`src/verilog/esp_pkg.sv`:
```
/*
  Constants shared by the enhanced serial port: register offsets, field
  positions, reset values, mode codes, divide counts and state encodings.
  Assumes a 32-bit APB bus with byte addresses, one register per word.
*/
package esp_pkg;

  localparam int ESP_ADDR_W = 8;

  // Register byte offsets.
  localparam logic [7:0] OFS_SERIAL_CONTROL_REG = 8'h00;
  localparam logic [7:0] OFS_DATA_REG = 8'h04;
  localparam logic [7:0] OFS_SERIAL_STATUS_REG = 8'h08;
  localparam logic [7:0] OFS_POWER_CONTROL_REG = 8'h0C;
  localparam logic [7:0] OFS_BAUD_DIVISOR_HIGH = 8'h10;
  localparam logic [7:0] OFS_BAUD_DIVISOR_LOW = 8'h14;
  localparam logic [7:0] OFS_BAUD_SOURCE_REG = 8'h18;

  // Field positions.
  localparam int CTL_MODE_SEL_HI = 7;
  localparam int CTL_MODE_SEL_LO = 6;
  localparam int CTL_RX_ENABLE = 4;
  localparam int CTL_TX_NINTH_BIT = 3;
  localparam int CTL_RX_NINTH_BIT = 2;
  localparam int CTL_TX_DONE = 1;
  localparam int CTL_RX_DONE = 0;
  localparam int PWR_RATE_DOUBLE_SEL = 7;
  localparam int PWR_FRAMING_FLAG_SEL = 6;
  localparam int STA_FRAME_ERR = 0;
  localparam int STA_TX_BUSY = 1;
  localparam int STA_RX_BUSY = 2;
  localparam int SRC_USE_DIVISOR = 0;

  // Reset values.
  localparam logic [7:0] RST_SERIAL_CONTROL_REG = 8'h00;
  localparam logic [7:0] RST_POWER_CONTROL_REG = 8'h00;
  localparam logic [7:0] RST_BAUD_DIVISOR = 8'h00;
  localparam logic RST_BAUD_SOURCE = 1'b0;

  // Modes.
  localparam logic [1:0] MODE_SHIFT = 2'h0;
  localparam logic [1:0] MODE_ASYNC8 = 2'h1;
  localparam logic [1:0] MODE_FIXED9 = 2'h2;
  localparam logic [1:0] MODE_VAR9 = 2'h3;

  // Timing counts in clock cycles or oversample ticks.
  localparam logic [3:0] SHIFT_PHASE_LAST = 4'hF;
  localparam logic [3:0] SHIFT_SAMPLE_PHASE = 4'h7;
  localparam logic [3:0] OVS_LAST = 4'hF;
  localparam logic [3:0] OVS_CENTRE = 4'h7;
  localparam logic [3:0] DATA_BIT_LAST = 4'h7;

  typedef enum logic [5:0] {
    ESP_TX_IDLE = 6'h01,
    ESP_TX_START = 6'h02,
    ESP_TX_DATA = 6'h04,
    ESP_TX_NINTH = 6'h08,
    ESP_TX_STOP = 6'h10,
    ESP_TX_SHIFT = 6'h20
  } esp_tx_state_t;

  typedef enum logic [4:0] {
    ESP_RX_IDLE = 5'h01,
    ESP_RX_START = 5'h02,
    ESP_RX_DATA = 5'h04,
    ESP_RX_NINTH = 5'h08,
    ESP_RX_STOP = 5'h10
  } esp_rx_state_t;

endpackage

```
`src/verilog/esp_sync.sv`:
```
/*
  Three-stage synchroniser for a pin input with agreement filter.
  Assumes the input is asynchronous to clk_sys_i.
*/
module esp_sync (
  // Clock and reset.
  input wire logic clk_sys_i,
  input wire logic rst_i,
  input wire logic ce_i,
  // Pin and clean level.
  input wire logic pin_i,
  output logic level_o
);

  logic s1_r;
  logic s2_r;
  logic s3_r;

  // The level only moves once the last two stages agree.
  always_ff @(posedge clk_sys_i) begin
    if (rst_i) begin
      s1_r <= 1'b1;
      s2_r <= 1'b1;
      s3_r <= 1'b1;
      level_o <= 1'b1;
    end else if (ce_i) begin
      s1_r <= pin_i;
      s2_r <= s1_r;
      s3_r <= s2_r;
      if (s2_r == s3_r) begin
        level_o <= s3_r;
      end
    end
  end

endmodule

```
`src/verilog/esp_baud_gen.sv`:
```
/*
  Oversample tick generator for the asynchronous modes.
  Assumes the timer overflow pulse is one cycle wide on clk_sys_i.
*/
module esp_baud_gen (
  // Clock and reset.
  input wire logic clk_sys_i,
  input wire logic rst_i,
  input wire logic ce_i,
  // Configuration.
  input wire logic [1:0] mode_i,
  input wire logic use_divisor_i,
  input wire logic rate_double_sel_i,
  input wire logic [15:0] divisor_i,
  input wire logic timer_one_overflow_i,
  // Sixteen ticks per bit.
  output logic tick_o
);
  import esp_pkg::*;

  logic [15:0] div_cnt_r;
  logic half_r;
  logic div_hit;
  logic ovf_tick;

  assign div_hit = (div_cnt_r >= divisor_i);
  assign ovf_tick = timer_one_overflow_i & (rate_double_sel_i | half_r);

  // The divisor counter runs on the CPU clock at all times.
  always_ff @(posedge clk_sys_i) begin
    if (rst_i) begin
      div_cnt_r <= 16'h0000;
    end else if (ce_i) begin
      div_cnt_r <= div_hit ? 16'h0000 : div_cnt_r + 16'h0001;
    end
  end

  // Halving flop serves both the fixed rate and the timer overflow path.
  always_ff @(posedge clk_sys_i) begin
    if (rst_i) begin
      half_r <= 1'b0;
    end else if (ce_i) begin
      if (mode_i == MODE_FIXED9 || timer_one_overflow_i) begin
        half_r <= ~half_r;
      end
    end
  end

  always_ff @(posedge clk_sys_i) begin
    if (rst_i) begin
      tick_o <= 1'b0;
    end else if (ce_i) begin
      if (mode_i == MODE_FIXED9) begin
        tick_o <= rate_double_sel_i | half_r;
      end else if (use_divisor_i) begin
        tick_o <= div_hit;
      end else begin
        tick_o <= ovf_tick;
      end
    end
  end

endmodule

```
`src/verilog/esp_uart.sv`:
```
/*
  Enhanced serial port: APB register file, transmitter with shift-clock
  mode, and oversampling asynchronous receiver.
  Assumes one clock, a synchronous high reset, and a one-cycle timer
  overflow pulse on the same clock.
*/
// Register access over APB and the placing of the registers are this design's own decisions.
// How it works
// - Timer 2 overflow never serves as a bit-rate source.
// - Bit rate comes from fixed division, timer overflow or divisor generator.
// - Shift mode moves 8 bits LSB first on data pin; output pin clocks.
// - Shift clock runs at one sixteenth of the CPU clock.
// - Async 8-bit frame: low start, 8 data LSB first, high stop.
// - Async 8-bit mode stores the received stop bit as rx ninth bit.
// - Async 8-bit rate comes from timer overflow or divisor generator.
// - 9-bit frame: start, 8 data LSB first, ninth bit, stop.
// - Transmitted ninth bit is the software-written tx ninth bit.
// - Received ninth bit goes to rx ninth bit; stop bit is dropped.
// - Fixed 9-bit mode runs at clock/16 or clock/32 by rate double.
// - Variable 9-bit mode equals fixed one except its rate source.
// - Divisor generator uses the high and low divisor bytes joined.
// - Timer overflow is halved while rate double select is clear.
// - Divisor generator is clocked by the CPU clock.
// - Framing error is reported in the status register.
// - Control bit 7 shows framing error when framing flag select is set.
module esp_uart (
  // Clock, reset, enable.
  input wire logic clk_sys_i,
  input wire logic rst_i,
  input wire logic ce_i,
  // APB slave.
  input wire logic psel_i,
  input wire logic penable_i,
  input wire logic pwrite_i,
  input wire logic [esp_pkg::ESP_ADDR_W-1:0] paddr_i,
  input wire logic [31:0] pwdata_i,
  output logic [31:0] prdata_o,
  output logic pready_o,
  output logic pslverr_o,
  // Rate source.
  input wire logic timer_one_overflow_i,
  // Serial pins.
  output logic txd_o,
  input wire logic rxd_i,
  output logic rxd_o,
  output logic rxd_oe_n_o
);
  import esp_pkg::*;

  ////////////////////////////////////////////////////////////////////////
  logic mode_sel_hi_r;
  logic mode_sel_lo_r;
  logic rx_en_r;
  logic tx_ninth_bit_r;
  logic rx_ninth_bit_r;
  logic tx_done_r;
  logic rx_done_r;
  logic frame_err_r;
  logic rate_double_sel_r;
  logic framing_flag_sel_r;
  logic use_divisor_r;
  logic [7:0] baud_divisor_high_r;
  logic [7:0] baud_divisor_low_r;
  logic [7:0] rx_buf_r;
  logic [1:0] mode;
  logic tick;
  logic rx_s;
  logic rx_s_d_r;
  logic acc;
  logic wr;
  logic wr_ctl;
  logic wr_data;
  logic [7:0] rd_val;
  logic rd_err;

  esp_tx_state_t tx_st_r;
  logic [7:0] tx_sh_r;
  logic [3:0] tx_cnt_r;
  logic [3:0] tx_sub_r;
  logic [3:0] sh_ph_r;
  logic sh_rx_r;
  logic tx_fin_r;
  logic m0_rx_fin_r;
  logic tx_bit_end;
  logic m0_rx_go;

  esp_rx_state_t rx_st_r;
  logic [7:0] rx_sh_r;
  logic [3:0] rx_cnt_r;
  logic [3:0] rx_sub_r;
  logic rx_ninth_r;
  logic rx_fin_r;
  logic rx_fin_bit_r;
  logic fe_set_r;
  logic rx_sample;

  assign mode = {mode_sel_hi_r, mode_sel_lo_r};

  ////////////////////////////////////////////////////////////////////////
  esp_sync u_rx_sync (
    .clk_sys_i(clk_sys_i),
    .rst_i(rst_i),
    .ce_i(ce_i),
    .pin_i(rxd_i),
    .level_o(rx_s)
  );

  esp_baud_gen u_baud (
    .clk_sys_i(clk_sys_i),
    .rst_i(rst_i),
    .ce_i(ce_i),
    .mode_i(mode),
    .use_divisor_i(use_divisor_r),
    .rate_double_sel_i(rate_double_sel_r),
    .divisor_i({baud_divisor_high_r, baud_divisor_low_r}),
    .timer_one_overflow_i(timer_one_overflow_i),
    .tick_o(tick)
  );

  ////////////////////////////////////////////////////////////////////////
  // APB slave: every access answers in the cycle after setup.
  assign acc = psel_i & penable_i & pready_o;
  assign wr = acc & pwrite_i;
  assign wr_ctl = wr && (paddr_i == OFS_SERIAL_CONTROL_REG);
  assign wr_data = wr && (paddr_i == OFS_DATA_REG);

  always_comb begin
    rd_val = 8'h00;
    rd_err = 1'b0;
    if (paddr_i == OFS_SERIAL_CONTROL_REG) begin
      rd_val = {framing_flag_sel_r ? frame_err_r : mode_sel_hi_r,
                mode_sel_lo_r, 1'b0, rx_en_r, tx_ninth_bit_r,
                rx_ninth_bit_r, tx_done_r, rx_done_r};
    end else if (paddr_i == OFS_DATA_REG) begin
      rd_val = rx_buf_r;
    end else if (paddr_i == OFS_SERIAL_STATUS_REG) begin
      rd_val[STA_FRAME_ERR] = frame_err_r;
      rd_val[STA_TX_BUSY] = (tx_st_r != ESP_TX_IDLE);
      rd_val[STA_RX_BUSY] = (rx_st_r != ESP_RX_IDLE);
    end else if (paddr_i == OFS_POWER_CONTROL_REG) begin
      rd_val[PWR_RATE_DOUBLE_SEL] = rate_double_sel_r;
      rd_val[PWR_FRAMING_FLAG_SEL] = framing_flag_sel_r;
    end else if (paddr_i == OFS_BAUD_DIVISOR_HIGH) begin
      rd_val = baud_divisor_high_r;
    end else if (paddr_i == OFS_BAUD_DIVISOR_LOW) begin
      rd_val = baud_divisor_low_r;
    end else if (paddr_i == OFS_BAUD_SOURCE_REG) begin
      rd_val[SRC_USE_DIVISOR] = use_divisor_r;
    end else begin
      rd_err = 1'b1;
    end
  end

  always_ff @(posedge clk_sys_i) begin
    if (rst_i) begin
      pready_o <= 1'b0;
      pslverr_o <= 1'b0;
      prdata_o <= 32'h0000_0000;
    end else if (ce_i) begin
      pready_o <= psel_i & ~penable_i;
      pslverr_o <= psel_i & ~penable_i & rd_err;
      prdata_o <= (psel_i & ~penable_i & ~pwrite_i) ? {24'h00_0000, rd_val}
                                                    : 32'h0000_0000;
    end
  end

  ////////////////////////////////////////////////////////////////////////
  // Configuration registers.
  always_ff @(posedge clk_sys_i) begin
    if (rst_i) begin
      mode_sel_hi_r <= RST_SERIAL_CONTROL_REG[CTL_MODE_SEL_HI];
      mode_sel_lo_r <= RST_SERIAL_CONTROL_REG[CTL_MODE_SEL_LO];
      rx_en_r <= RST_SERIAL_CONTROL_REG[CTL_RX_ENABLE];
      tx_ninth_bit_r <= RST_SERIAL_CONTROL_REG[CTL_TX_NINTH_BIT];
      rate_double_sel_r <= RST_POWER_CONTROL_REG[PWR_RATE_DOUBLE_SEL];
      framing_flag_sel_r <= RST_POWER_CONTROL_REG[PWR_FRAMING_FLAG_SEL];
      baud_divisor_high_r <= RST_BAUD_DIVISOR;
      baud_divisor_low_r <= RST_BAUD_DIVISOR;
      use_divisor_r <= RST_BAUD_SOURCE;
    end else if (ce_i) begin
      if (wr_ctl) begin
        if (!framing_flag_sel_r) begin
          mode_sel_hi_r <= pwdata_i[CTL_MODE_SEL_HI];
        end
        mode_sel_lo_r <= pwdata_i[CTL_MODE_SEL_LO];
        rx_en_r <= pwdata_i[CTL_RX_ENABLE];
        tx_ninth_bit_r <= pwdata_i[CTL_TX_NINTH_BIT];
      end
      if (wr && paddr_i == OFS_POWER_CONTROL_REG) begin
        rate_double_sel_r <= pwdata_i[PWR_RATE_DOUBLE_SEL];
        framing_flag_sel_r <= pwdata_i[PWR_FRAMING_FLAG_SEL];
      end
      if (wr && paddr_i == OFS_BAUD_DIVISOR_HIGH) begin
        baud_divisor_high_r <= pwdata_i[7:0];
      end
      if (wr && paddr_i == OFS_BAUD_DIVISOR_LOW) begin
        baud_divisor_low_r <= pwdata_i[7:0];
      end
      if (wr && paddr_i == OFS_BAUD_SOURCE_REG) begin
        use_divisor_r <= pwdata_i[SRC_USE_DIVISOR];
      end
    end
  end

  ////////////////////////////////////////////////////////////////////////
  // Event flags: a hardware set wins over a software clear.
  always_ff @(posedge clk_sys_i) begin
    if (rst_i) begin
      tx_done_r <= RST_SERIAL_CONTROL_REG[CTL_TX_DONE];
      rx_done_r <= RST_SERIAL_CONTROL_REG[CTL_RX_DONE];
      rx_ninth_bit_r <= RST_SERIAL_CONTROL_REG[CTL_RX_NINTH_BIT];
      frame_err_r <= 1'b0;
    end else if (ce_i) begin
      if (tx_fin_r) begin
        tx_done_r <= 1'b1;
      end else if (wr_ctl) begin
        tx_done_r <= pwdata_i[CTL_TX_DONE];
      end
      if (rx_fin_r || m0_rx_fin_r) begin
        rx_done_r <= 1'b1;
      end else if (wr_ctl) begin
        rx_done_r <= pwdata_i[CTL_RX_DONE];
      end
      if (rx_fin_r) begin
        rx_ninth_bit_r <= rx_fin_bit_r;
      end else if (wr_ctl) begin
        rx_ninth_bit_r <= pwdata_i[CTL_RX_NINTH_BIT];
      end
      if (fe_set_r) begin
        frame_err_r <= 1'b1;
      end else if ((wr_ctl && framing_flag_sel_r &&
                    !pwdata_i[CTL_MODE_SEL_HI]) ||
                   (wr && paddr_i == OFS_SERIAL_STATUS_REG &&
                    pwdata_i[STA_FRAME_ERR])) begin
        frame_err_r <= 1'b0;
      end
    end
  end

  always_ff @(posedge clk_sys_i) begin
    if (rst_i) begin
      rx_buf_r <= 8'h00;
    end else if (ce_i) begin
      if (rx_fin_r) begin
        rx_buf_r <= rx_sh_r;
      end else if (m0_rx_fin_r) begin
        rx_buf_r <= tx_sh_r;
      end
    end
  end

  ////////////////////////////////////////////////////////////////////////
  // Transmitter, also the shift-register engine in mode 0.
  assign tx_bit_end = tick && (tx_sub_r == OVS_LAST);
  assign m0_rx_go = (mode == MODE_SHIFT) && rx_en_r && !rx_done_r &&
                    !m0_rx_fin_r && !wr_data;

  always_ff @(posedge clk_sys_i) begin
    if (rst_i) begin
      tx_st_r <= ESP_TX_IDLE;
      tx_sh_r <= 8'h00;
      tx_cnt_r <= 4'h0;
      tx_sub_r <= 4'h0;
      sh_ph_r <= 4'h0;
      sh_rx_r <= 1'b0;
      tx_fin_r <= 1'b0;
      m0_rx_fin_r <= 1'b0;
      txd_o <= 1'b1;
      rxd_o <= 1'b1;
      rxd_oe_n_o <= 1'b1;
    end else if (ce_i) begin
      tx_fin_r <= 1'b0;
      m0_rx_fin_r <= 1'b0;
      if (tick) begin
        tx_sub_r <= tx_sub_r + 4'h1;
      end
      case (tx_st_r)
        ESP_TX_IDLE: begin
          tx_sub_r <= 4'h0;
          tx_cnt_r <= 4'h0;
          sh_ph_r <= 4'h0;
          if (wr_data) begin
            tx_sh_r <= pwdata_i[7:0];
            if (mode == MODE_SHIFT) begin
              tx_st_r <= ESP_TX_SHIFT;
              sh_rx_r <= 1'b0;
              txd_o <= 1'b0;
              rxd_o <= pwdata_i[0];
              rxd_oe_n_o <= 1'b0;
            end else begin
              tx_st_r <= ESP_TX_START;
              txd_o <= 1'b0;
            end
          end else if (m0_rx_go) begin
            tx_st_r <= ESP_TX_SHIFT;
            sh_rx_r <= 1'b1;
            txd_o <= 1'b0;
          end
        end
        ESP_TX_START: begin
          if (tx_bit_end) begin
            tx_st_r <= ESP_TX_DATA;
            txd_o <= tx_sh_r[0];
          end
        end
        ESP_TX_DATA: begin
          if (tx_bit_end) begin
            tx_cnt_r <= tx_cnt_r + 4'h1;
            tx_sh_r <= {1'b0, tx_sh_r[7:1]};
            if (tx_cnt_r != DATA_BIT_LAST) begin
              txd_o <= tx_sh_r[1];
            end else if (mode[1]) begin
              tx_st_r <= ESP_TX_NINTH;
              txd_o <= tx_ninth_bit_r;
            end else begin
              tx_st_r <= ESP_TX_STOP;
              txd_o <= 1'b1;
            end
          end
        end
        ESP_TX_NINTH: begin
          if (tx_bit_end) begin
            tx_st_r <= ESP_TX_STOP;
            txd_o <= 1'b1;
          end
        end
        ESP_TX_STOP: begin
          if (tx_bit_end) begin
            tx_st_r <= ESP_TX_IDLE;
            tx_fin_r <= 1'b1;
          end
        end
        ESP_TX_SHIFT: begin
          // Clock low for eight cycles, high for eight.
          sh_ph_r <= sh_ph_r + 4'h1;
          txd_o <= (sh_ph_r >= SHIFT_SAMPLE_PHASE) &&
                   (sh_ph_r != SHIFT_PHASE_LAST);
          if (sh_rx_r && sh_ph_r == SHIFT_SAMPLE_PHASE) begin
            tx_sh_r <= {rx_s, tx_sh_r[7:1]};
          end
          if (sh_ph_r == SHIFT_PHASE_LAST) begin
            tx_cnt_r <= tx_cnt_r + 4'h1;
            if (!sh_rx_r) begin
              tx_sh_r <= {1'b0, tx_sh_r[7:1]};
              rxd_o <= tx_sh_r[1];
            end
            if (tx_cnt_r == DATA_BIT_LAST) begin
              tx_st_r <= ESP_TX_IDLE;
              txd_o <= 1'b1;
              rxd_o <= 1'b1;
              rxd_oe_n_o <= 1'b1;
              tx_fin_r <= ~sh_rx_r;
              m0_rx_fin_r <= sh_rx_r;
            end
          end
        end
        default: begin
          tx_st_r <= ESP_TX_IDLE;
        end
      endcase
    end
  end

  ////////////////////////////////////////////////////////////////////////
  // Asynchronous receiver.
  assign rx_sample = tick && (rx_sub_r == OVS_LAST);

  always_ff @(posedge clk_sys_i) begin
    if (rst_i) begin
      rx_st_r <= ESP_RX_IDLE;
      rx_sh_r <= 8'h00;
      rx_cnt_r <= 4'h0;
      rx_sub_r <= 4'h0;
      rx_ninth_r <= 1'b0;
      rx_fin_r <= 1'b0;
      rx_fin_bit_r <= 1'b0;
      fe_set_r <= 1'b0;
      rx_s_d_r <= 1'b1;
    end else if (ce_i) begin
      rx_s_d_r <= rx_s;
      rx_fin_r <= 1'b0;
      fe_set_r <= 1'b0;
      if (tick) begin
        rx_sub_r <= rx_sub_r + 4'h1;
      end
      case (rx_st_r)
        ESP_RX_IDLE: begin
          rx_sub_r <= 4'h0;
          rx_cnt_r <= 4'h0;
          if (mode != MODE_SHIFT && rx_en_r && rx_s_d_r && !rx_s) begin
            rx_st_r <= ESP_RX_START;
          end
        end
        ESP_RX_START: begin
          if (tick && rx_sub_r == OVS_CENTRE) begin
            rx_sub_r <= 4'h0;
            rx_st_r <= rx_s ? ESP_RX_IDLE : ESP_RX_DATA;
          end
        end
        ESP_RX_DATA: begin
          if (rx_sample) begin
            rx_sh_r <= {rx_s, rx_sh_r[7:1]};
            rx_cnt_r <= rx_cnt_r + 4'h1;
            if (rx_cnt_r == DATA_BIT_LAST) begin
              rx_st_r <= mode[1] ? ESP_RX_NINTH : ESP_RX_STOP;
            end
          end
        end
        ESP_RX_NINTH: begin
          if (rx_sample) begin
            rx_ninth_r <= rx_s;
            rx_st_r <= ESP_RX_STOP;
          end
        end
        ESP_RX_STOP: begin
          if (rx_sample) begin
            rx_st_r <= ESP_RX_IDLE;
            rx_fin_r <= 1'b1;
            rx_fin_bit_r <= mode[1] ? rx_ninth_r : rx_s;
            fe_set_r <= ~rx_s;
          end
        end
        default: begin
          rx_st_r <= ESP_RX_IDLE;
        end
      endcase
    end
  end

endmodule

```
`config.mk`:
```
export PLATFORM = sky130hd
export DESIGN_NAME = esp_uart
export DESIGN_NICKNAME = d
export VERILOG_FILES = /design/src/verilog/esp_pkg.sv /design/src/verilog/esp_sync.sv /design/src/verilog/esp_baud_gen.sv /design/src/verilog/esp_uart.sv
export SDC_FILE = /design/constraint.sdc
export NUM_CORES = 1
export LEC_CHECK = 0
export BUFFER_PORTS_ARGS = -buffer_cell sky130_fd_sc_hd__buf_2
export CAP_MARGIN = 20
export CORE_AREA = 8 8 128 142
export CTS_CLUSTER_DIAMETER = 40
export CTS_CLUSTER_SIZE = 40
export DETAILED_ROUTE_END_ITERATION = 10
export DIE_AREA = 0 0 136 150
export SYNTH_ARGS = -nofsm -noshare
export SYNTH_HDL_FRONTEND = slang
export SYNTH_SLANG_ARGS = --single-unit
```
`constraint.sdc`:
```
create_clock -name clk_sys_i -period 2.2 [get_ports clk_sys_i]
set_input_delay 0.44 -clock clk_sys_i [delete_from_list [all_inputs] [get_ports clk_sys_i]]
set_output_delay 0.44 -clock clk_sys_i [all_outputs]
set_load 0.02 [all_outputs]
```
# After elaboration in Yosys (flattened, before gate mapping)
# Cells that the tools add are included.
[totals] regBits=149 in_bits=48 out_inout_bits=37 word_cells=290
[op_classes] addsub=6 n_lt_le_gt_ge=2 n_eq_ne=48 muxes=105 bitwise_logic=14 reduce_logical=71
[op_table] cell="two-way mux 8 bit" n=11
[op_table] cell="two-way mux 6 bit" n=11
[op_table] cell="two-way mux 1 bit" n=51
[op_table] cell="two-way mux 5 bit" n=9
[op_table] cell="one-hot mux 6 bit (6 select lines)" n=1
[op_table] cell="inequality test 2 bit, second input constant" n=15
[op_table] cell="two-way mux 4 bit" n=7
[op_table] cell="AND reduction 2 bit" n=14
[op_table] cell="one-hot mux 5 bit (5 select lines)" n=1
[op_table] cell="equality test 8 x 5 -> 1 bit, second input constant" n=3
[op_table] cell="one-hot mux 4 bit (2 select lines)" n=3
[op_table] cell="one-hot mux 8 bit (3 select lines)" n=1
[op_table] cell="logical AND 1 bit" n=22
[op_table] cell="adder 4 x 1 -> 4 bit, second input constant" n=5
[op_table] cell="nonzero test 2 bit" n=10
[op_table] cell="AND reduction 6 bit" n=3
[op_table] cell="adder 16 x 1 -> 16 bit, second input constant" n=1
[op_table] cell="equality test 4 x 3 -> 1 bit, second input constant" n=4
[op_table] cell="equality test 8 x 4 -> 1 bit, second input constant" n=2
[op_table] cell="greater-or-equal comparator 16 bit" n=1
[op_table] cell="two-way mux 16 bit" n=1
[op_table] cell="AND reduction 3 bit" n=5
[op_table] cell="equality test 4 bit, second input constant" n=3
[op_table] cell="one-hot mux 4 bit (3 select lines)" n=1
[op_table] cell="38 further kinds" n=61

# Longest topological paths before layout
# Gate-level depths: netlist of run 1.
[logic_depth] word_depth=9 ltp_mapped=8 depth_no_buf=7

# Modules after synthesis
# A second synthesis of run 1 with hierarchy kept.
[hier_totals] cells_unflattened=821 area_unflattened_um2=6951.7
[modules_own_cells] module="esp_uart" n_inst=1 cells_per_inst=653 area_each_um2=5475.3 seq_area_each_um2=2062.0
[modules_own_cells] module="esp_baud_gen" n_inst=1 cells_per_inst=153 area_each_um2=1328.8 seq_area_each_um2=360.3
[modules_own_cells] module="esp_sync" n_inst=1 cells_per_inst=15 area_each_um2=147.6 seq_area_each_um2=80.1

# Least setup slack after synthesis of run 1
# OpenSTA, ideal clock, no wires.
[synth_timing] kind="reg2reg" startpoint="register u_baud.div_cnt_r[0]" endpoint="register u_baud.div_cnt_r[10]" setup_time_ns=0.086 arrival_time_ns=1.929 required_ns=2.114 setup_slack_ns=0.186 path_stages_with_launch=9 path_buffers=1 synth_period_minus_slack_ns=2.014 cell_sequence="dfxtp_1 inv_1 ha_1 nand2b_1 a2111oi_0 o21a_1 o21ai_1 clkbuf_1 a211oi_1"
[synth_between] elab_chain_len=2 elab_cells_between_ends=3 classes_between="add/sub: 1; order compare: 1; mux: 1"
[synth_lines] item="from (decl)" line_no="esp_baud_gen.sv:21" source="logic [15:0] div_cnt_r;"
[synth_lines] item="from (signal assigned)" line_no="esp_baud_gen.sv:34" source="div_cnt_r <= div_hit ? 16'h0000 : div_cnt_r + 16'h0001;"
[synth_lines] item="adder 16 x 1 -> 16 bit / greater-or-equal comparator 16 bit (equally long branches)" line_no="esp_baud_gen.sv:34, esp_baud_gen.sv:26"
[synth_lines] item="two-way mux 16 bit *" line_no="esp_baud_gen.sv:34"
# Every way passes the cells marked *; elsewhere a longest branch is shown, timed or not.
# A chain may end at the register's enable or synchronous reset.

# Worst setup path after layout of run 1
[layout_timing] startpoint="register baud_divisor_low_r[6]" endpoint="register u_baud.div_cnt_r[8]"
[layout_between] elab_chain_len=2
[layout_lines] item="from (decl)" line_no="esp_uart.sv:63" source="logic [7:0] baud_divisor_low_r;"
[layout_lines] item="from (signal assigned)" line_no="esp_uart.sv:197" source="baud_divisor_low_r <= pwdata_i[7:0];"
[layout_lines] item="greater-or-equal comparator 16 bit" line_no="esp_baud_gen.sv:26" source="assign div_hit = (div_cnt_r >= divisor_i);"
[layout_lines] item="two-way mux 16 bit" line_no="esp_baud_gen.sv:34"
# Every way passes these cells.

==> summary.txt, run 1 <==
GRT
  • Layer with the highest usage: met2
  • Global Route met2 Usage: 35.7%
  • Number of antenna violations at the first check in global routing: 0
  • Overall routing resource usage: 20.2%
  • Largest net degree at the start of global routing: 34
  • Met3 usage: 4.80%
  • First-pass GRT wire length: 32300 um
  • GR met1 Demand/Resource: 22.3%
  • Vias in the first global route: 6217
  • Congestion Overflow GR: 0

Placement
  • Number of port buffers: 36
  • GPL Wtd Cong: 0.924
  • DP HPWL: 15000 um

Timing
  • Final Hold Vio Count: 0
  • Fmax: 0.490 GHz
  • Setup TNS: 0 ns
  • Worst Skew: 0.00583 ns
  • Worst slew pin tran: 0.573 ns
  • Slew Limit Fails: 0
  • RSZ-0062 raised after global routing: no
  • Max-slew headroom: 61.8%
  • Post-route clock period utilization: 92.8%
  • # setup viols final: 0
  • Tmin final: 2.04 ns

Setup path
  • Critical R2R Capture: u_baud.div_cnt_r[8]
  • R2R Setup Slk: 0.16 ns
  • Crit path DAT: 2.37 ns
  • Crit path from: baud_divisor_low_r[6]
  • Crit. End Element: flop
  • Kind of critical path: reg2reg
  • Critical Path RT: 2.52 ns
  • R2R cell count: 8
  • Startpoint Class: flop
  • Reg2reg start: baud_divisor_low_r[6]
  • Critical Path Fanout Max: 16

Power and ir drop
  • Sequential share of power: 43.5%
  • Sw Ratio: 24.4%
  • Comb pwr share: 9.2%
  • P_sw: 0.00131 W
  • Total power: 0.00536 W
  • Internal power: 0.00405 W
  • Max IR drop VDD: 0.547 mV
  • Pleak: 2.93 nW
  • Clock share of power: 47.3%
  • Pwr dens: 671 nW/um2

Clocking
  • Post-CTS Hold Buffers: 0
  • Root Buffer: clkbuf_16
  • Post-cts sizing count: 0
  • CTS tree: done
  • Clock transition at the registers of the reported paths: 0.05 ns
  • CTS Buf Count: 17
  • Worst skew pair latency: 0.42 ns
  • CTS Sinks: 125
  • H-tree levels: 4
  • # Post-CTS Setup Buffers: 0
  • Bufs on Longest Clock Path: 2

Synth
  • Post-Synthesis Cell Area: 6970 um2
  • Yosys reg bits: 125
  • Synth async-reset ratio: 0%
  • Number of enable flip-flop cells after synthesis: 0
  • Top FF cell, synth: dfxtp_1
  • Synth Instances: 821
  • Synthesis warning total: 0
  • Register area share after synthesis: 35.9%
  • Mean post-synth cell area: 8.49 um2
  • Synth cell types: 78

Min path
  • Hold path start: rxd_i
  • Hold Path Class: in2reg
  • Hold Path Depth: 3
  • WHS Endpoint: u_rx_sync.s1_r

Finish
  • FILL cells: 1498
  • Share of cells above drive strength 1: 14.6%
  • Most frequent cells in the layout: dfxtp_1 (125), nor2_1 (92), nand2_1 (73)
  • Commonest non-fill, non-tap cell in the layout: dfxtp_1
  • ANT cells: 0
  • Layout Nets: 940
  • Syn-to-layout area delta: 14.5%

Drt
  • DRC Markers: 0
  • DR vias/cell: 5.81
  • Drt total wl: 20000 um
  • WL/cell: 18.5 um
  • Via Count: 6279
  • DR iter-0 viols: 559
  • Drt first pass iters: 6
  • Antenna viol nets, final: 0

Floorplan
  • I/O Pins: 85
  • Die height: 150 um
  • Die width: 136 um
  • Core area: 15900 um2
  • Site row count: 49
  • Initial Util: 43.7%
  • Die Area: 20400 um2

Job
  • Max Cap Viol: 0

Outcome
  • Status: complete, no violations
==> cell families after synthesis <==
group,share of synthesized area (%)
simple gates,21.8
compound gates,20.6
flops,35.9
buf+inv,7.00
mux,7.70
xor+xnor,3.02
fa+ha+maj,3.95
other cells,0.0538
==> worst max-delay path by stage <==
stage                                       to  slack, ns  cells past startpoint
final                      u_baud.div_cnt_r[8]       0.16                      8
after global placement                   rxd_o        0.1                      6
after detailed placement                 rxd_o       0.07                      6
after floorplan           u_baud.div_cnt_r[10]       0.19                      8
after global routing       u_baud.div_cnt_r[8]       0.02                      8
after CTS                           tx_sh_r[0]       0.12                      5
==> metal layers <==
metal / share of wire [%] / wire length [um]
met5: 0 / 0
met1: 41 / 8210
met4: 3.0 / 599
met2: 51 / 10200
met3: 5.3 / 1070
==> sequential cells by signal (all words and copies together), names as in the netlist, 4 cells and up <==
register / cells
prdata_o: 8
baud_divisor_high_r: 8
tx_sh_r: 8
rx_st_r: 5
tx_st_r: 6
rx_sh_r: 8
rx_sub_r: 4
u_baud.div_cnt_r: 16
tx_sub_r: 4
tx_cnt_r: 4
rx_cnt_r: 4
sh_ph_r: 4
baud_divisor_low_r: 8
rx_buf_r: 8
==> worst max-delay path, cell delays in order (launching register included) <==
cell      delay [ns]
dfxtp_1         0.32
inv_1           0.10
ha_1            0.32
a21o_1          0.18
a211oi_1        0.30
o21a_1          0.20
o21ai_1         0.06
buf_4           0.21
a211oi_1        0.26
==> cell usage after synthesis, types with 5 or more instances <==
cell type | count | area share (%)
o32ai_1 | 7 | 0.88
nand2b_1 | 10 | 0.90
dfxtp_1 | 125 | 36
and4_1 | 6 | 0.75
o31ai_1 | 6 | 0.65
clkbuf_1 | 26 | 1.4
xnor2_1 | 9 | 1.1
nand4_1 | 11 | 0.99
buf_2 | 9 | 0.65
nand3_1 | 27 | 1.9
mux2i_1 | 48 | 6.9
nor2b_1 | 9 | 0.81
or4_1 | 5 | 0.54
a22oi_1 | 6 | 0.65
buf_4 | 26 | 2.8
o21ai_0 | 30 | 2.2
o211ai_1 | 7 | 0.75
o21a_1 | 5 | 0.54
xor2_1 | 15 | 1.9
buf_1 | 8 | 0.43
nor3_1 | 15 | 1.1
ha_1 | 22 | 3.9
o2111ai_1 | 6 | 0.75
inv_1 | 31 | 1.7
or3_1 | 5 | 0.45
nor2_1 | 92 | 5.0
o311a_1 | 9 | 1.3
a21oi_1 | 53 | 3.8
and3_1 | 6 | 0.54
nand2_1 | 73 | 3.9
a211oi_1 | 26 | 2.8
==> cell type report <==
type                    instances  area (um2)  area share [%]
clock buffers                  23         478            5.99
flip-flops and latches        125        2500            31.3
multi-input cells             618        4080            51.1
inverters                      32         120            1.50
repair buffers                 76         508            6.36
well taps                     204         255            3.20
clock inverters                 3        40.0           0.501
==> stage by stage <==
| stage | instance area [um2] | hold WS [ns] | cells | setup slack (ns) | utilization (%) |
|---|---|---|---|---|---|
| 2_1_floorplan | 7060 | 0.430 | 844 | 0.186 | - |
| 3_3_place_gp | 7450 | 0.427 | 1055 | 0.0950 | 46.8 |
| 3_5_place_dp | 7450 | 0.441 | 1055 | 0.0678 | 46.8 |
| 4_1_cts | 7970 | 0.239 | 1081 | 0.122 | 50.0 |
| 5_1_grt | 7980 | 0.263 | 1081 | 0.0196 | 50.1 |
| 6_report | 7980 | 0.251 | 1081 | 0.159 | 50.1 |
==> power by group through the flow <==
stage	sequential, W	clock, W	combinational (W)
4_1_cts	0.00233	0.00258	0.000486
5_1_grt	0.00233	0.00269	0.000535
2_1_floorplan	0.00237	0	0.000354
3_3_place_gp	0.00237	0	0.000474
6_report	0.00233	0.00254	0.000491
3_5_place_dp	0.00238	0	0.000483
(Power assumes the default switching activity.)
==> inputs of run 2 (changes only) <==
- CTS_BUF_LIST: default -> sky130_fd_sc_hd__clkbuf_4 sky130_fd_sc_hd__clkbuf_8
- clock period: 2.2 -> 2.49 ns (I/O delays scaled with it)
==> summary.txt, run 2 (synthesis gave the netlist of run 1 again) <==
Finish
  • Share of cells above drive strength 1: 14.2% (was 14.6%)
  • ANT cells: 0 (unchanged)
  • Commonest non-fill, non-tap cell in the layout: dfxtp_1 (unchanged)
  • Number of flip-flops in the largest register: 16 (unchanged)
  • Area occupied by multi-input gates: 4070 um2 (was 4080 um2)
  • Syn-to-layout area delta: 11.4% (was 14.5%)
  • Sequential cell area: 2500 um2 (unchanged)
  • Largest Register: u_baud.div_cnt_r (unchanged)
  • FILL cells: 1562 (was 1498)
  • Layout Nets: 930 (was 940)
  • Most frequent cells in the layout: dfxtp_1 (125), nor2_1 (92), nand2_1 (73) (unchanged)

Power and ir drop
  • Internal power: 0.00316 W (was 0.00405 W)
  • Pwr dens: 558 nW/um2 (was 671 nW/um2)
  • Total power: 0.00433 W (was 0.00536 W)
  • Comb pwr share: 9.8% (was 9.2%)
  • Max IR drop VDD: 0.305 mV (was 0.547 mV)
  • P_sw: 0.00118 W (was 0.00131 W)
  • Clock share of power: 42.9% (was 47.3%)
  • Pleak: 2.82 nW (was 2.93 nW)
  • Sequential share of power: 47.4% (was 43.5%)
  • Sw Ratio: 27.1% (was 24.4%)

Setup path
  • CP delay by family, top: compound AO/OA/AOI/OAI gates (unchanged)
  • Crit. End Element: flop (unchanged)
  • Critical path depth: 8 (unchanged)
  • Critical Path Fanout Max: 16 (unchanged)
  • R2R cell count: 8 (unchanged)
  • Reg2reg start: u_baud.div_cnt_r[0] (was baud_divisor_low_r[6])
  • Startpoint Class: flop (unchanged)
  • Kind of critical path: reg2reg (unchanged)
  • R2R Setup Slk: 0.25 ns (was 0.16 ns)
  • CP bufs+invs: 2 (unchanged)
  • Worst path slowest cell: dfxtp_1 (unchanged)
  • Crit path DAT: 2.59 ns (was 2.37 ns)
  • CP cell instances: inv_1 -> ha_1 -> nand2b_1 -> a2111oi_1 -> o21a_1 -> o21ai_1 -> buf_4 -> a211oi_1 (was inv_1 -> ha_1 -> a21o_1 -> a211oi_1 -> o21a_1 -> o21ai_1 -> buf_4 -> a211oi_1)
  • Critical R2R Capture: u_baud.div_cnt_r[5] (was u_baud.div_cnt_r[8])
  • Critical Path RT: 2.84 ns (was 2.52 ns)
  • CP max stage delay: 0.42 ns (was 0.32 ns)

Placement
  • GPL Wtd Cong: 0.897 (was 0.924)
  • Number of port buffers: 36 (unchanged)
  • DP HPWL: 14500 um (was 15000 um)

Timing
  • Fmax: 0.447 GHz (was 0.490 GHz)
  • # setup viols final: 0 (unchanged)
  • Setup TNS: 0 ns (unchanged)
  • Max-slew headroom: 37.1% (was 61.8%)
  • Slew Limit Fails: 0 (unchanged)
  • Worst Skew: 0.00946 ns (was 0.00583 ns)
  • Tmin final: 2.24 ns (was 2.04 ns)
  • Final Hold Vio Count: 0 (unchanged)
  • RSZ-0062 raised after global routing: no (unchanged)
  • Post-route clock period utilization: 89.8% (was 92.8%)
  • Worst slew pin tran: 0.943 ns (was 0.573 ns)

Floorplan
  • Die height: 150 um (unchanged)
  • Core area: 15900 um2 (unchanged)
  • Site row count: 49 (unchanged)
  • Die width: 136 um (unchanged)
  • I/O Pins: 85 (unchanged)
  • Die Area: 20400 um2 (unchanged)
  • Initial Util: 43.7% (unchanged)

Drt
  • Antenna viol nets, final: 0 (unchanged)
  • Drt first pass iters: 5 (was 6)
  • Via Count: 6235 (was 6279)
  • WL/cell: 18.0 um (was 18.5 um)
  • DR vias/cell: 5.79 (was 5.81)
  • DRC Markers: 0 (unchanged)
  • DR iter-0 viols: 363 (was 559)
  • Drt total wl: 19300 um (was 20000 um)

GRT
  • Overall routing resource usage: 19.4% (was 20.2%)
  • Largest net degree at the start of global routing: 52 (was 34)
  • Vias in the first global route: 6072 (was 6217)
  • Number of antenna violations at the first check in global routing: 0 (unchanged)
  • First-pass GRT wire length: 31300 um (was 32300 um)
  • Congestion Overflow GR: 0 (unchanged)

Clocking
  • CTS tree: done (unchanged)
  • Worst skew pair latency: 0.45 ns (was 0.42 ns)
  • Bufs on Longest Clock Path: 2 (unchanged)
  • H-tree levels: 4 (unchanged)
  • Post-CTS Hold Buffers: 0 (unchanged)
  • Root Buffer: clkbuf_8 (was clkbuf_16)
  • CTS Sinks: 125 (unchanged)
  • Clock transition at the registers of the reported paths: 0.08 ns (was 0.05 ns)
  • CTS Buf Count: 17 (unchanged)

Outcome
  • Status: complete, no violations (unchanged)

Min path
  • WHS Endpoint: u_rx_sync.s1_r (unchanged)
  • Hold path start: rxd_i (unchanged)
  • Hold Path Depth: 3 (unchanged)
  • Hold Path Class: in2reg (unchanged)

Job
  • Max Cap Viol: 0 (unchanged)
run 2: cell types whose count changed in the layout (fill, tap and decap cells not counted), sizes merged:
cell      previous run  this run
bufinv               1         3
buf                 76        66
clkinv               3         9
clkbuf              23        18
clkinvlp             0         3
run 2: area by class of cell:
class                   count  share of cell area (%)
clock buffers              18                    3.11
clock inverters            14                    2.21
inverters                  32                    1.55
multi-input cells         618                    52.4
flip-flops and latches    125                    32.2
well taps                 204                    3.29
repair buffers             66                    5.25
run 2: how the worst max path moves through the flow:
stage | endpoint | slack [ns] | startpoint
CTS | u_baud.div_cnt_r[5] | 0.28 | u_baud.div_cnt_r[0]
global route | u_baud.div_cnt_r[6] | 0.06 | u_baud.div_cnt_r[0]
detailed placement | baud_divisor_high_r[2] | 0.24 | paddr_i[7]
floorplan | u_baud.div_cnt_r[10] | 0.48 | u_baud.div_cnt_r[0]
global placement | rxd_o | 0.30 | paddr_i[1]
finish | u_baud.div_cnt_r[5] | 0.25 | u_baud.div_cnt_r[0]
run 2: stage by stage:
step	instances	instance area [um2]	hold WS [ns]	setup WS, ns	utilization (%)
3_3_place_gp	1045	7350	0.430	0.300	46.1
3_5_place_dp	1045	7350	0.431	0.241	46.1
4_1_cts	1077	7760	0.241	0.276	48.7
5_1_grt	1077	7770	0.254	0.0588	48.7
6_report	1077	7770	0.257	0.255	48.7
2_1_floorplan	844	7060	0.430	0.476	-
run 2: worst min-delay path: stages:
cell	delay (ns)
buf_2	0.07
mux2i_1	0.05
nand2_1	0.06
run 2: metal layers:
| metal | vias to the layer above | global-route usage [%] | part of all wire [%] |
|---|---|---|---|
| li1 | 3031 | - | - |
| met5 | - | 0 | 0 |
| met2 | 183 | 34.7 | 50 |
| met1 | 2989 | 22.3 | 43 |
| met4 | 0 | 7.53 | 2.2 |
| met3 | 32 | 3.59 | 4.8 |
run 2: repair_timing:
item | 4_1_cts | 5_1_grt
setup endpoints to repair | 0 | 1
buffers inserted | 0 | 0
gates resized for setup | 0 | 1
run 2: power groups by stage:
| stage | clock, W | combinational [W] | sequential (W) |
|---|---|---|---|
| 2_1_floorplan | 0 | 0.000313 | 0.00209 |
| 3_3_place_gp | 0 | 0.000411 | 0.00210 |
| 3_5_place_dp | 0 | 0.000419 | 0.00210 |
| 4_1_cts | 0.00190 | 0.000420 | 0.00205 |
| 5_1_grt | 0.00200 | 0.000459 | 0.00206 |
| 6_report | 0.00186 | 0.000423 | 0.00205 |
==> inputs of run 3 (changes only) <==
- SYNTH_HIERARCHICAL: default -> 1
==> summary.txt, run 3 <==
Outcome
  • Status: complete, no violations (unchanged)

Power and ir drop
  • Internal power: 0.00311 W (was 0.00316 W)
  • Sequential share of power: 48.9% (was 47.4%)
  • Max IR drop VDD: 0.341 mV (was 0.305 mV)
  • Clock share of power: 39.7% (was 42.9%)
  • Sw Ratio: 27.0% (was 27.1%)
  • Pwr dens: 551 nW/um2 (was 558 nW/um2)
  • P_sw: 0.00115 W (was 0.00118 W)
  • Comb pwr share: 11.5% (was 9.8%)
  • Pleak: 2.92 nW (was 2.82 nW)

Drt
  • DR WL met2: 8930 um (was 9730 um)
  • DR iter-0 viols: 340 (was 363)
  • Drt total wl: 18500 um (was 19300 um)
  • Post-Route M1 WL: 8170 um (was 8250 um)
  • WL/cell: 17.2 um (was 18.0 um)
  • Drt first pass iters: 5 (unchanged)
  • Via Count: 6020 (was 6235)
  • Max Used Layer: met5 (was met4)
  • DRC Markers: 0 (unchanged)
  • DR vias/cell: 5.59 (was 5.79)
  • DR WL met3: 952 um (was 937 um)
  • Antenna viol nets, final: 0 (unchanged)

Synth
  • Synth top area cells: dfxtp_1 (36%), mux2i_1 (6.2%), nor2_1 (4.8%) (was dfxtp_1 (36%), mux2i_1 (6.9%), nor2_1 (5.0%))
  • Top FF cell, synth: dfxtp_1 (unchanged)
  • Main combinational cell family by area after synthesis: simple AND/OR/NAND/NOR gates (unchanged)
  • Multiplexer area fraction after synthesis: 6.68% (was 7.70%)
  • Post-synthesis simple-gate area fraction: 24.7% (was 21.8%)
  • Post-synthesis xor/xnor area fraction: 3.91% (was 3.02%)
  • Post-Synthesis Cell Area: 6950 um2 (was 6970 um2)
  • Number of enable flip-flop cells after synthesis: 0 (unchanged)
  • Synth async-reset ratio: 0% (unchanged)
  • Largest area contributor in the netlist: dfxtp_1 (unchanged)
  • Synth Instances: 821 (unchanged)
  • Mean post-synth cell area: 8.47 um2 (was 8.49 um2)
  • Yosys reg bits: 125 (unchanged)
  • Synth cell types: 78 (unchanged)
  • Most frequent cells after synthesis: dfxtp_1 (125), nor2_1 (88), nand2_1 (68), a21oi_1 (51), mux2i_1 (43) (was dfxtp_1 (125), nor2_1 (92), nand2_1 (73), a21oi_1 (53), mux2i_1 (48))
  • Most common cell in the synthesized netlist: dfxtp_1 (unchanged)
  • Synth Area in Adders: 3.96% (was 3.95%)
  • Post-synth top area share: 36.0% (was 35.9%)
  • Synthesis warning total: 6 (was 0)
  • Synth Area in Compound Gates: 18.1% (was 20.6%)
  • Register area share after synthesis: 36.0% (was 35.9%)

Setup path
  • Crit. End Element: flop (unchanged)
  • R2R Setup Slk: 0.33 ns (was 0.25 ns)
  • Startpoint Class: flop (unchanged)
  • Crit path DAT: 2.49 ns (was 2.59 ns)
  • CP delay by family, top: simple AND/OR/NAND/NOR gates (was compound AO/OA/AOI/OAI gates)
  • CP cell instances: or3_1 -> or4_4 -> a211oi_2 -> o21ai_1 -> mux2i_1 (was inv_1 -> ha_1 -> nand2b_1 -> a2111oi_1 -> o21a_1 -> o21ai_1 -> buf_4 -> a211oi_1)
  • Reg2reg start: tx_st_r[1] (was u_baud.div_cnt_r[0])
  • Critical Path RT: 2.82 ns (was 2.84 ns)
  • CP max stage delay: 0.56 ns (was 0.42 ns)
  • Crit path from: tx_st_r[1] (was u_baud.div_cnt_r[0])
  • Critical Path Fanout Max: 10 (was 16)
  • CP bufs+invs: 0 (was 2)
  • Kind of critical path: reg2reg (unchanged)
  • Worst path slowest cell: or4_4 (was dfxtp_1)

Timing
  • Setup TNS: 0 ns (unchanged)
  • Slew Limit Fails: 0 (unchanged)
  • Max-slew headroom: 50.5% (was 37.1%)
  • Worst slew pin tran: 0.736 ns (was 0.943 ns)
  • RSZ-0062 raised after global routing: no (unchanged)
  • Final Hold Vio Count: 0 (unchanged)
  • # setup viols final: 0 (unchanged)
  • Hold slack: 0.261 ns (was 0.257 ns)
  • Worst Skew: 0.0113 ns (was 0.00946 ns)
  • Post-route clock period utilization: 86.8% (was 89.8%)
  • Fmax: 0.463 GHz (was 0.447 GHz)
  • Tmin final: 2.16 ns (was 2.24 ns)

Floorplan
  • Die width: 136 um (unchanged)
  • I/O Pins: 85 (unchanged)
  • Die Area: 20400 um2 (unchanged)
  • Die height: 150 um (unchanged)
  • Core area: 15900 um2 (unchanged)
  • Site row count: 49 (unchanged)
  • Initial Util: 43.6% (was 43.7%)

Clocking
  • CTS Buf Count: 17 (unchanged)
  • Post-CTS Hold Buffers: 0 (unchanged)
  • Post-cts sizing count: 0 (unchanged)
  • # Post-CTS Setup Buffers: 0 (unchanged)
  • Worst skew pair latency: 0.45 ns (about the same)
  • H-tree levels: 4 (unchanged)
  • Bufs on Longest Clock Path: 2 (unchanged)
  • Clock transition at the registers of the reported paths: 0.07 ns (was 0.08 ns)
  • CTS tree: done (unchanged)
  • CTS Sinks: 125 (unchanged)
  • Root Buffer: clkbuf_8 (unchanged)

Placement
  • GPL Wtd Cong: 0.916 (was 0.897)
  • Placed Instances: 1047 (was 1045)
  • Placed cell area: 7380 um2 (was 7350 um2)
  • Number of port buffers: 36 (unchanged)
  • DP HPWL: 13900 um (was 14500 um)

Finish
  • ANT cells: 0 (unchanged)
  • Most frequent cells in the layout: dfxtp_1 (125), nor2_1 (88), nand2_1 (68) (was dfxtp_1 (125), nor2_1 (92), nand2_1 (73))
  • Finished Cell Area: 7740 um2 (was 7770 um2)
  • Final Non-Filler Cells: 1076 (was 1077)
  • FILL cells: 1578 (was 1562)
  • Syn-to-layout area delta: 11.3% (was 11.4%)
  • Layout Nets: 932 (was 930)
  • Share of cells above drive strength 1: 15.3% (was 14.2%)
  • Largest Register: u_baud/div_cnt_r (was u_baud.div_cnt_r)
  • Commonest non-fill, non-tap cell in the layout: dfxtp_1 (unchanged)
  • Number of flip-flops in the largest register: 16 (unchanged)

GRT
  • Congestion Overflow GR: 0 (unchanged)
  • First-pass GRT wire length: 30100 um (was 31300 um)
  • Overall routing resource usage: 18.8% (was 19.4%)
  • Number of antenna violations at the first check in global routing: 1 (was 0)
  • Vias in the first global route: 5703 (was 6072)
  • Largest net degree at the start of global routing: 40 (was 52)

Min path
  • Hold Path Class: in2reg (unchanged)
  • Hold path start: rxd_i (unchanged)

Job
  • Max Cap Viol: 0 (unchanged)
run 3: changes by cell type after synthesis, sizes merged, moves of 7 or more:
cell,before,now
a22o,1,16
nand4,11,25
a211oi,27,14
nor3,18,27
o311a,9,0
xor2,15,24
nand2,75,68
o32ai,7,0
run 3: power groups by stage:
stage	sequential, W	combinational, W	clock (W)
after floorplan	0.00210	0.000390	0
after global placement	0.00213	0.000484	0
after detailed placement	0.00213	0.000483	0
after CTS	0.00208	0.000487	0.00174
after global routing	0.00209	0.000538	0.00182
final	0.00208	0.000489	0.00169
run 3: worst paths after layout:
kind / to / cells after the start
min: u_rx_sync/s1_r / 2
max: rxd_o / 5
min reg2reg: u_rx_sync/s2_r / 1
max reg2reg: rxd_o / 5
run 3: cells by family (layout without fill, tap and decap cells):
kind of cell / after synthesis / in the layout
simple gates: 319 / 319
compound gates: 183 / 183
flops: 125 / 125
buf+inv: 94 / 122
mux: 46 / 46
xor+xnor: 31 / 31
fa+ha+maj: 22 / 22
other cells: 1 / 24
run 3: routing by layer:
metal	GRT usage, %	vias up
li1	-	3008
met1	23.0	2827
met2	31.2	150
met3	4.67	33
met4	7.15	2
met5	0	-
run 3: cell type report:
| class | instances | area (um2) | share of cell area [%] |
|---|---|---|---|
| inverters | 25 | 93.8 | 1.21 |
| flip-flops and latches | 125 | 2500 | 32.3 |
| multi-input cells | 625 | 4080 | 52.7 |
| repair buffers | 68 | 448 | 5.79 |
| clock buffers | 20 | 263 | 3.39 |
| well taps | 204 | 255 | 3.30 |
| clock inverters | 9 | 97.6 | 1.26 |
run 3: worst register-to-register path: cells and delay by family (launching register included):
family,cells,cell delay (ns)
AND/OR/NAND/NOR,2,1.08
multiplexers,1,0.13
flip-flops,1,0.39
AO/OA/AOI/OAI,2,0.44
run 3: metrics by stage:
step / power [W] / setup WS, ns / utilization [%]
2_1_floorplan: 0.00249 / 0.419 / -
3_3_place_gp: 0.00261 / 0.286 / 46.3
3_5_place_dp: 0.00261 / 0.254 / 46.3
4_1_cts: 0.00431 / 0.334 / 48.6
5_1_grt: 0.00445 / 0.213 / 48.6
6_report: 0.00426 / 0.328 / 48.6
